`config.mk`:
```
export PLATFORM = sky130hd
export DESIGN_NAME = asp_core
export DESIGN_NICKNAME = d
export VERILOG_FILES = /design/src/design/asp_pkg.sv /design/src/design/asp_core.sv /design/src/design/asp_baud.sv
export SDC_FILE = /design/constraint.sdc
export NUM_CORES = 1
export LEC_CHECK = 0
export BUFFER_PORTS_ARGS = -buffer_cell sky130_fd_sc_hd__buf_2
export CAP_MARGIN = 40
export CORE_UTILIZATION = 35
export DETAILED_ROUTE_END_ITERATION = 7
export PLACE_DENSITY_LB_ADDON = 0.15
export SETUP_SLACK_MARGIN = 0.2
export SKIP_CTS_REPAIR_TIMING = 1
export SYNTH_ARGS = -nofsm -noshare
export SYNTH_HDL_FRONTEND = slang
export SYNTH_SLANG_ARGS = --single-unit
```
`constraint.sdc`:
```
create_clock -name clk -period 3.5 [get_ports clk]
set_input_delay 0.525 -clock clk [delete_from_list [all_inputs] [get_ports clk]]
set_output_delay 0.525 -clock clk [all_outputs]
set_load 0.02 [all_outputs]
```
`src/design/asp_pkg.sv`:
```
// Constants, register map and state codes of the serial port core.
// Assumes a byte-wide register port with a 3-bit address.
package asp_pkg;
  // ==========================================================
  // Register offsets
  localparam logic [2:0] OFS_BAUD_HI = 3'h0;
  localparam logic [2:0] OFS_BAUD_LO = 3'h1;
  localparam logic [2:0] OFS_CTRL    = 3'h2;
  localparam logic [2:0] OFS_STAT1   = 3'h4;
  localparam logic [2:0] OFS_STAT2   = 3'h5;
  localparam logic [2:0] OFS_DATA_HI = 3'h6;
  localparam logic [2:0] OFS_DATA_LO = 3'h7;
  // ==========================================================
  // Field positions
  localparam int CTL_FRAME9 = 0;
  localparam int CTL_PAR_EN = 1;
  localparam int CTL_PAR_OD = 2;
  localparam int CTL_TX_EN  = 3;
  localparam int CTL_RX_EN  = 4;
  localparam int CTL_BRK    = 5;
  localparam int CTL_ONEW   = 6;
  localparam int S2_LONGBRK = 2;
  localparam int S2_PINDIR  = 1;
  localparam int DH_RX9     = 7;
  localparam int DH_TX9     = 6;
  // ==========================================================
  // Reset values and timing
  localparam logic [12:0] DIV_RESET = 13'h0000;
  localparam logic [7:0]  CTL_RESET = 8'h00;
  localparam logic [3:0]  SLOT_LAST = 4'hf;
  localparam logic [3:0]  SMP_A     = 4'h8;
  localparam logic [3:0]  SMP_B     = 4'h9;
  localparam logic [3:0]  SMP_C     = 4'ha;
  localparam logic [3:0]  LEN_F8    = 4'ha;
  localparam logic [3:0]  LEN_F9    = 4'hb;
  localparam logic [3:0]  LEN_LB8   = 4'hd;
  localparam logic [3:0]  LEN_LB9   = 4'he;
  localparam logic [3:0]  BITS8     = 4'h8;
  localparam logic [3:0]  BITS9     = 4'h9;
  // ==========================================================
  // Receiver states
  typedef enum logic [3:0] {
    RX_IDLE  = 4'h1,
    RX_START = 4'h2,
    RX_DATA  = 4'h4,
    RX_STOP  = 4'h8
  } asp_rx_e;
endpackage

```
`src/design/asp_core.sv`:
```
// Full-duplex asynchronous serial port with byte register port.
// Assumes rxPin and txPinIn are asynchronous; the host drives the
// register strobes on clk, one at a time.
//
// Summary of operation
// - Status two writes touch two bits only
// - Break length 10/11, or 13/14 when long
// - Long break never alters receive framing
// - Pin direction bit matters in single-wire only
// - Low at first slot sets receiver active
// - Idle character clears receiver active
// - Data read is receive, write is transmit
// - High data bit7 received, bit6 transmitted ninth
// - Ninth transmit bit persists across frames
// - Independent directions sharing one baud generator
// - Start, eight or nine data, stop
// - Thirteen-bit divisor loads modulus counter
// - Receiver at divided clock, transmitter sixteenth
// - Sixteen receive slots per bit, three sampled
// - Baud tick synchronous to bus clock
// - Parity replaces character msb when enabled
// - Zero divisor stops; high byte waits low
// - Receive full cleared by status then read
`timescale 1ns/1ps
`default_nettype none
module asp_core (
  input  wire logic       clk,     // System clock, 100 MHz
  input  wire logic       rst_n,   // Sync reset
  input  wire logic       clkEn,   // Freezes all state when low
  input  wire logic [2:0] addr,    // Register offset
  input  wire logic [7:0] wrData,  // Write data
  input  wire logic       wrEn,    // Write strobe
  input  wire logic       rdEn,    // Read strobe
  output logic      [7:0] rdData,  // Read data, cycle after strobe
  input  wire logic       rxPin,   // Receive pin
  input  wire logic       txPinIn, // Transmit pin level seen
  output logic            txOut,   // Transmit pin drive value
  output logic            txOe_n   // Transmit pin enable, low drives
);
  typedef struct packed {
    logic              rxS1, rxS2, twS1, twS2;
    logic [7:0]        ctl;
    logic              longBrk, pinDir, receiver_active_flag;
    logic [4:0]        divHi;
    logic [12:0]       div;
    asp_pkg::asp_rx_e  rxSt;
    logic [3:0]        rxRt, rxBit;
    logic [8:0]        rxSh;
    logic [2:0]        smp;
    logic              rxNz;
    logic [8:0]        rxBuf;
    logic              rxFull, idleF, ovr, nz, frm, parErr, idleArm, rdArm;
    logic [7:0]        idleCnt;
    logic [3:0]        txPre, txLeft;
    logic [13:0]       txSh;
    logic [7:0]        txBuf;
    logic              t8, txFull, txCmpl, pre, brkTail, teLast;
    logic              txLine, txOeN;
    logic [7:0]        rdData;
  } asp_st_s;

  asp_st_s st_ff, nxt_st;
  logic    rtTick;
  logic    txTick;
  logic    rxLine;
  logic    brkLoad;

  function automatic logic maj3(input logic [2:0] s);
    maj3 = (s[0] & s[1]) | (s[0] & s[2]) | (s[1] & s[2]);
  endfunction

  function automatic logic [3:0] frameLen(input logic m);
    frameLen = m ? asp_pkg::LEN_F9 : asp_pkg::LEN_F8;
  endfunction

  function automatic logic isAcc(input logic en, input logic [2:0] a,
                                 input logic [2:0] ofs);
    isAcc = en && (a == ofs);
  endfunction

  // ==========================================================
  // Shared baud generator
  asp_baud u_baud (
    .clk     (clk),
    .rst_n   (rst_n),
    .clkEn   (clkEn),
    .divisor (st_ff.div),
    .rtTick  (rtTick)
  );

  assign txTick = rtTick && (st_ff.txPre == asp_pkg::SLOT_LAST);
  assign rxLine = st_ff.ctl[asp_pkg::CTL_ONEW] ? st_ff.twS2 : st_ff.rxS2;

  // ==========================================================
  // Next state
  always_comb begin
    logic        m, v, pOk;
    logic [8:0]  rxWord;
    logic [13:0] frame;
    logic [3:0]  slot;
    nxt_st  = st_ff;
    m       = st_ff.ctl[asp_pkg::CTL_FRAME9];
    v       = 1'b0;
    pOk     = 1'b0;
    rxWord  = '0;
    frame   = '1;
    slot    = st_ff.rxRt;
    brkLoad = 1'b0;
    nxt_st.rxS1 = rxPin;
    nxt_st.rxS2 = st_ff.rxS1;
    nxt_st.twS1 = txPinIn;
    nxt_st.twS2 = st_ff.twS1;

    // Register writes; they come first so later hardware updates override them
    if (wrEn) begin
      case (addr)
        asp_pkg::OFS_BAUD_HI: nxt_st.divHi = wrData[4:0];
        asp_pkg::OFS_BAUD_LO: nxt_st.div = {st_ff.divHi, wrData};
        asp_pkg::OFS_CTRL:    nxt_st.ctl = wrData;
        asp_pkg::OFS_STAT2: begin
          nxt_st.longBrk = wrData[asp_pkg::S2_LONGBRK];
          nxt_st.pinDir  = wrData[asp_pkg::S2_PINDIR];
        end
        asp_pkg::OFS_DATA_HI: nxt_st.t8 = wrData[asp_pkg::DH_TX9];
        asp_pkg::OFS_DATA_LO: begin
          nxt_st.txBuf  = wrData;
          nxt_st.txFull = 1'b1;
          nxt_st.txCmpl = 1'b0;
        end
        default: ;
      endcase
    end

    // Register reads; unmapped offsets read zero
    nxt_st.rdData = 8'h00;
    if (rdEn) begin
      case (addr)
        asp_pkg::OFS_BAUD_HI: nxt_st.rdData = {3'h0, st_ff.div[12:8]};
        asp_pkg::OFS_BAUD_LO: nxt_st.rdData = st_ff.div[7:0];
        asp_pkg::OFS_CTRL:    nxt_st.rdData = st_ff.ctl;
        asp_pkg::OFS_STAT1: begin
          nxt_st.rdData = {!st_ff.txFull, st_ff.txCmpl, st_ff.rxFull, st_ff.idleF,
                           st_ff.ovr, st_ff.nz, st_ff.frm, st_ff.parErr};
          nxt_st.rdArm  = 1'b1;
        end
        asp_pkg::OFS_STAT2:
          nxt_st.rdData = {5'h00, st_ff.longBrk, st_ff.pinDir, st_ff.receiver_active_flag};
        asp_pkg::OFS_DATA_HI:
          nxt_st.rdData = {st_ff.rxBuf[8], st_ff.t8, 6'h00};
        asp_pkg::OFS_DATA_LO: begin
          nxt_st.rdData = st_ff.rxBuf[7:0];
          if (st_ff.rdArm) begin
            nxt_st.rxFull = 1'b0;
            nxt_st.idleF  = 1'b0;
            nxt_st.ovr    = 1'b0;
            nxt_st.nz     = 1'b0;
            nxt_st.frm    = 1'b0;
            nxt_st.parErr = 1'b0;
          end
          nxt_st.rdArm = 1'b0;
        end
        default: ;
      endcase
    end

    // ==========================================================
    // Receiver, 16 slots per bit
    if (rtTick) begin
      case (st_ff.rxSt)
        asp_pkg::RX_IDLE: begin
          if (!rxLine && st_ff.ctl[asp_pkg::CTL_RX_EN] && !st_ff.frm) begin
            nxt_st.receiver_active_flag   = 1'b1;
            nxt_st.rxSt  = asp_pkg::RX_START;
            nxt_st.rxRt  = 4'h1;
            nxt_st.rxBit = 4'h0;
            nxt_st.rxNz  = 1'b0;
          end
          if (!rxLine) begin
            nxt_st.idleCnt = 8'h00;
          end else if (st_ff.idleCnt == {frameLen(m), 4'h0}) begin
            nxt_st.receiver_active_flag     = 1'b0;
            nxt_st.idleF   = st_ff.idleF | st_ff.idleArm;
            nxt_st.idleArm = 1'b0;
            nxt_st.idleCnt = st_ff.idleCnt + 8'h01;
          end else if (st_ff.idleCnt != 8'hff) begin
            nxt_st.idleCnt = st_ff.idleCnt + 8'h01;
          end
        end
        asp_pkg::RX_START, asp_pkg::RX_DATA, asp_pkg::RX_STOP: begin
          nxt_st.rxRt = slot + 4'h1;
          if (slot == asp_pkg::SMP_A || slot == asp_pkg::SMP_B) begin
            nxt_st.smp = {st_ff.smp[1:0], rxLine};
          end
          if (slot == asp_pkg::SMP_C) begin
            v = maj3({st_ff.smp[1:0], rxLine});
            if (st_ff.smp[1:0] != {2{rxLine}}) begin
              nxt_st.rxNz = 1'b1;
            end
            if (st_ff.rxSt == asp_pkg::RX_START && v) begin
              nxt_st.rxSt = asp_pkg::RX_IDLE;
              nxt_st.receiver_active_flag  = 1'b0;
            end else if (st_ff.rxSt == asp_pkg::RX_DATA) begin
              nxt_st.rxSh  = {v, st_ff.rxSh[8:1]};
              nxt_st.rxBit = st_ff.rxBit + 4'h1;
            end else if (st_ff.rxSt == asp_pkg::RX_STOP) begin
              rxWord = m ? st_ff.rxSh : {1'b0, st_ff.rxSh[8:1]};
              pOk    = (^rxWord) == st_ff.ctl[asp_pkg::CTL_PAR_OD];
              nxt_st.rxSt    = asp_pkg::RX_IDLE;
              nxt_st.idleCnt = 8'h00;
              if (st_ff.rxFull) begin
                nxt_st.ovr = 1'b1;
              end else begin
                // Break yields all zeros, so the buffer reads cleared
                nxt_st.rxBuf   = rxWord;
                nxt_st.rxFull  = 1'b1;
                nxt_st.frm     = !v;
                nxt_st.nz      = st_ff.rxNz || (st_ff.smp[1:0] != {2{rxLine}});
                nxt_st.parErr  = st_ff.ctl[asp_pkg::CTL_PAR_EN] && !pOk;
                nxt_st.idleArm = 1'b1;
              end
            end
          end
          if (slot == asp_pkg::SLOT_LAST) begin
            if (st_ff.rxSt == asp_pkg::RX_START) begin
              nxt_st.rxSt = asp_pkg::RX_DATA;
            end else if (st_ff.rxSt == asp_pkg::RX_DATA &&
                         st_ff.rxBit == (m ? asp_pkg::BITS9 : asp_pkg::BITS8)) begin
              nxt_st.rxSt = asp_pkg::RX_STOP;
            end
          end
        end
        default: nxt_st.rxSt = asp_pkg::RX_IDLE;
      endcase
    end

    // ==========================================================
    // Transmitter, one bit per 16 baud ticks
    nxt_st.teLast = st_ff.ctl[asp_pkg::CTL_TX_EN];
    if (st_ff.ctl[asp_pkg::CTL_TX_EN] && !st_ff.teLast) begin
      nxt_st.pre = 1'b1;
    end
    if (rtTick) begin
      nxt_st.txPre = st_ff.txPre + 4'h1;
    end
    if (txTick) begin
      if (st_ff.txLeft > 4'h1) begin
        nxt_st.txSh   = {1'b1, st_ff.txSh[13:1]};
        nxt_st.txLeft = st_ff.txLeft - 4'h1;
      end else if (st_ff.ctl[asp_pkg::CTL_TX_EN] && st_ff.ctl[asp_pkg::CTL_BRK]) begin
        brkLoad        = 1'b1;
        nxt_st.txSh    = '0;
        nxt_st.txLeft  = st_ff.longBrk ? (m ? asp_pkg::LEN_LB9 : asp_pkg::LEN_LB8)
                                       : frameLen(m);
        nxt_st.brkTail = 1'b1;
        nxt_st.txCmpl  = 1'b0;
      end else if (st_ff.brkTail || (st_ff.pre && st_ff.ctl[asp_pkg::CTL_TX_EN])) begin
        // A break always ends with at least one high bit
        nxt_st.txSh    = '1;
        nxt_st.txLeft  = st_ff.brkTail ? 4'h1 : frameLen(m);
        nxt_st.brkTail = 1'b0;
        nxt_st.pre     = st_ff.brkTail && st_ff.pre;
        nxt_st.txCmpl  = 1'b0;
      end else if (st_ff.ctl[asp_pkg::CTL_TX_EN] && st_ff.txFull) begin
        if (m) begin
          frame = {3'h7, 1'b1, st_ff.ctl[asp_pkg::CTL_PAR_EN] ?
                   (st_ff.ctl[asp_pkg::CTL_PAR_OD] ^ (^st_ff.txBuf)) : st_ff.t8,
                   st_ff.txBuf, 1'b0};
        end else begin
          frame = {4'hf, 1'b1, st_ff.ctl[asp_pkg::CTL_PAR_EN] ?
                   (st_ff.ctl[asp_pkg::CTL_PAR_OD] ^ (^st_ff.txBuf[6:0])) : st_ff.txBuf[7],
                   st_ff.txBuf[6:0], 1'b0};
        end
        nxt_st.txSh   = frame;
        nxt_st.txLeft = frameLen(m);
        nxt_st.txFull = 1'b0;
        nxt_st.txCmpl = 1'b0;
      end else begin
        nxt_st.txLeft = 4'h0;
        // Clear wins when a data write lands on the same tick
        nxt_st.txCmpl = !nxt_st.txFull;
      end
    end
    nxt_st.txLine = (nxt_st.txLeft == 4'h0) ? 1'b1 : nxt_st.txSh[0];
    if (st_ff.ctl[asp_pkg::CTL_ONEW]) begin
      nxt_st.txOeN = !st_ff.pinDir;
    end else begin
      nxt_st.txOeN = !(st_ff.ctl[asp_pkg::CTL_TX_EN] || nxt_st.txLeft != 4'h0);
    end
  end

  // ==========================================================
  // State register
  always_ff @(posedge clk) begin
    if (!rst_n) begin
      st_ff        <= '0;
      st_ff.ctl    <= asp_pkg::CTL_RESET;
      st_ff.div    <= asp_pkg::DIV_RESET;
      st_ff.rxSt   <= asp_pkg::RX_IDLE;
      st_ff.txCmpl <= 1'b1;
      st_ff.txLine <= 1'b1;
      st_ff.txOeN  <= 1'b1;
      st_ff.rxS1   <= 1'b1;
      st_ff.rxS2   <= 1'b1;
      st_ff.twS1   <= 1'b1;
      st_ff.twS2   <= 1'b1;
    end else if (clkEn) begin
      st_ff <= nxt_st;
    end
  end

  assign rdData = st_ff.rdData;
  assign txOut  = st_ff.txLine;
  assign txOe_n = st_ff.txOeN;
endmodule // asp_core
`default_nettype wire

```
`src/design/asp_baud.sv`:
```
// Baud modulus counter: one tick every divisor clocks.
// Assumes the divisor only changes as a whole 13-bit word.
`timescale 1ns/1ps
`default_nettype none
module asp_baud (
  input  wire logic        clk,     // System clock
  input  wire logic        rst_n,   // Sync reset
  input  wire logic        clkEn,   // Clock enable
  input  wire logic [12:0] divisor, // Modulus
  output logic             rtTick   // Sample tick
);
  typedef struct packed {
    logic [12:0] cnt;
    logic        tick;
  } asp_bd_s;

  asp_bd_s st_ff, nxt_st;

  // ==========================================================
  // Counter
  // Tick is an enable in the bus domain, not a clock
  always_comb begin
    nxt_st = st_ff;
    nxt_st.tick = 1'b0;
    if (divisor == asp_pkg::DIV_RESET) begin
      nxt_st.cnt = asp_pkg::DIV_RESET;
    end else if (st_ff.cnt >= divisor - 13'h0001) begin
      nxt_st.cnt  = asp_pkg::DIV_RESET;
      nxt_st.tick = 1'b1;
    end else begin
      nxt_st.cnt = st_ff.cnt + 13'h0001;
    end
  end

  always_ff @(posedge clk) begin
    if (!rst_n) begin
      st_ff <= '0;
    end else if (clkEn) begin
      st_ff <= nxt_st;
    end
  end

  assign rtTick = st_ff.tick;
endmodule // asp_baud
`default_nettype wire

```
==> results_dict.tcl <==
set metrics [dict create \
    ctsHtreeMaxLevel 4 \
    synth_top_family_by_area "simple AND/OR/NAND/NOR gates" \
    p_leak_uw 0.00356 \
    synth-compound-area-share 0.177 \
    clkSlewWorstSetupHoldPaths_ns 0.06 \
    final.setup.tns_ns 0 \
    synth_edf_count 0 \
    setup_viol 0 \
    syn_to_final_growth_pct 13.4 \
    fin_nets 954 \
    required_ns 3.84 \
    dieWidth_um 153 \
    hold_violations 0 \
    grt_max_degree 56 \
    synthTopCellsByArea "dfxtp_1 (36%), mux2i_1 (8.4%), nor2b_1 (5.3%), ha_1 (4.4%), nand2_1 (3.6%)" \
    avgRoutedWirePerCell_um 16.6 \
    track_usage 0.178 \
    yosys.area_share.simple 0.234 \
    ff2ff_setup_slack_ns 0.40 \
    critPathKind "register to register" \
    synthAdderAreaFrac 0.0440 \
    maxCapViolCount 0 \
    hp-start "rxPin" \
    period_share 0.886 \
    power_per_cell_area_mw_per_mm2 438 \
    yosysWarnings 0 \
    grt_antenna_before_repair 0 \
    slowest_stage "or3_2" \
    drv_slew 0 \
    critPathArrivalTime_ns 3.44 \
    cp-end-kind "register" \
    synth_area_mm2 0.00796 \
    synth-xor-area-share 0.0429 \
    die-area_mm2 0.0233 \
    clock-sinks 142 \
    start_util 0.361 \
    peakVddDrop_mv 0.283 \
    rr_worst_depth 12 \
    cp_slowest_stage_delay_ns 0.49 \
    path_buf_inv 1 \
    synthArstFlopShare 0 \
    core_area_mm2 0.0220 \
    syn_nets 950 \
    min_to "nxt_st[127]" \
    clk_latency_ns 0.42 \
    dp_hpwl_um 14100 \
    postSynthCellCount 904 \
    rows 54 \
    dr.pass1.iters 7 \
    synth.largest_area_cell "dfxtp_1" \
    io_buffers 27 \
    drc 0 \
    cts_made_buffers 17 \
    synth_mux_area_frac 0.0966 \
    drive_above_1_share 0.112 \
    tightest_slew_ns 0.740 \
    rsz0062_at_grt "no" \
    rr_startpoint "st_ff[98]" \
    ant_nets 0 \
    viasPerCell 5.28 \
    grt_pass1_wl_um 33200 \
    synth_top_flop_cell "dfxtp_1" \
    die-height_um 153 \
    fmax_mhz 323 \
    yosysSeqAreaShare 0.357 \
    fin_skew_ns 0.00569 \
    path_max_fanout 8 \
    finalWorstPathRequiredPeriod_ns 3.10 \
    gp_congestion 0.790 \
    diodes 0 \
    ios 28 \
    syn_avg_cell_area_um2 8.80 \
    synth_seq_cells 142 \
    status "finished, final reports clean" \
    drt_iter0_markers 441 \
    cts_tree "done" \
    first_global_vias 6142 \
    timing.rr.end "u_baud.st_ff[12]" \
    vias 6337 \
    cp_cell_sequence "nor4_4, buf_4, nand3b_2, nor3_2, xnor2_1, ha_1, a21oi_1, o21a_1, o41a_1, nand4_4, or3_2, o211ai_1" \
    hold_class "primary input to register" \
    yosys.area.top_type_share 0.357 \
    wirelength_um 20000 \
    relSlewSlack 0.503 \
    clockBufferDepth 2 \
    instances_no_fill 1201 \
    worst_setup_path_start_kind "register" \
    placed_cells 1169 \
    ys_types 82 \
    grt_overflow_total 0 \
    min_path_cells 3 \
    critical-path-top-delay-family "simple AND/OR/NAND/NOR gates" \
    clock-root-buffer "clkbuf_16" \
]
## cell type report
cell class,instances,area [um^2]
repair buffers,42,250
flip-flops and latches,142,2840
well taps,280,350
inverters,29,109
multi-input cells,676,4790
clock buffers,22,464
clock inverters,10,209
fillers,2252,13000
## how the worst max path moves through the flow
stage               startpoint          endpoint  slack, ns  cells after the start
CTS                  st_ff[98]  u_baud.st_ff[12]       0.14                     12
floorplan            st_ff[98]  u_baud.st_ff[10]       0.47                     12
detailed placement   st_ff[98]  u_baud.st_ff[10]       0.18                     12
finish               st_ff[98]  u_baud.st_ff[12]       0.40                     12
global placement     st_ff[98]  u_baud.st_ff[10]       0.26                     12
global route         st_ff[98]  u_baud.st_ff[12]       0.21                     12
## metal layers
layer | global-route usage | share of wire | vias up
li1 | - | - | 3233
met1 | 0.247 | 0.51 | 2980
met2 | 0.281 | 0.44 | 113
met3 | 0.0384 | 0.037 | 11
met4 | 0.0356 | 0.0071 | 0
met5 | 0 | 0 | -
## worst register-to-register path, cell delays in order (launching register included)
cell and delay (ns):
dfxtp_1 0.38, nor4_4 0.34, buf_4 0.17, nand3b_2 0.14, nor3_2 0.25, xnor2_1 0.10
ha_1 0.33, a21oi_1 0.16, o21a_1 0.16, o41a_1 0.24, nand4_4 0.18, or3_2 0.49
o211ai_1 0.09
## flip-flops by register name, summed over array words and instances, names as in the netlist
signal and cells:
nxt_st 3, rdData 8, st_ff 115, txOe_n 1, txOut 1, u_baud.rtTick 1, u_baud.st_ff 13
## report_power, final
part           internal, uW  total (uW)  leakage (uW)  switching [uW]
Sequential             1630        1640       0.00115            13.2
Combinational          84.6         221       0.00209             136
Clock                  1380        2090      0.000321             711
## synth_stat cells, types with 3 or more instances
cell type	n
a211o_1	3
a211oi_1	6
a21boi_0	16
a21o_1	7
a21oi_1	32
a221oi_1	8
a31oi_1	4
a32oi_1	3
and2_1	15
and3_1	8
buf_1	3
buf_2	10
buf_4	9
clkbuf_1	33
dfxtp_1	142
ha_1	28
inv_1	28
mux2i_1	67
nand2_1	76
nand2b_1	11
nand3_1	26
nand3b_1	7
nand4_1	9
nor2_1	59
nor2b_1	67
nor3_1	17
nor3b_1	4
nor4_1	5
o2111ai_1	3
o211a_1	19
o211ai_1	8
o21a_1	14
o21ai_0	36
o21bai_1	3
o22ai_1	3
o311ai_0	8
o31a_1	3
o31ai_1	3
o32ai_1	3
or2_2	6
or3_1	3
xnor2_1	27
xor2_1	12
## cells in the final DEF (no fill, tap or decap), types with 7 or more instances in the layout
cell type and instances:
nand4_1 9, xnor2_1 27, inv_1 28, nand3_1 26, mux2i_1 67, nor3_1 16
nor2b_1 67, o311ai_0 8, o21a_1 14, a21o_1 7, a21oi_1 32, clkbuf_16 17
o211ai_1 8, a221oi_1 8, dfxtp_1 142, o211a_1 19, and3_1 8, nand2b_1 11
ha_1 28, nand2_1 76, nand3b_1 7, and2_1 15, xor2_1 12, a21boi_0 16
buf_4 16, o21ai_0 36, nor2_1 59, buf_2 26
## kinds of logic after synthesis
kind of cell / count (synthesis)
mux: 72
compound gates: 197
buf+inv: 86
fa+ha+maj: 28
flops: 142
xor+xnor: 39
simple gates: 340
## metrics by stage
stage	total power (uW)	utilization	instance area [um^2]	hold WS, ns	worst slack [ns]
6_report	3950	0.409	9020	0.324	0.400
5_1_grt	4100	0.409	9020	0.320	0.206
4_1_cts	4000	0.407	8970	0.312	0.135
3_5_place_dp	1900	0.377	8300	0.457	0.185
3_3_place_gp	1900	0.377	8300	0.453	0.260
2_1_floorplan	1830	-	7960	0.426	0.471
(Power assumes the default switching activity.)
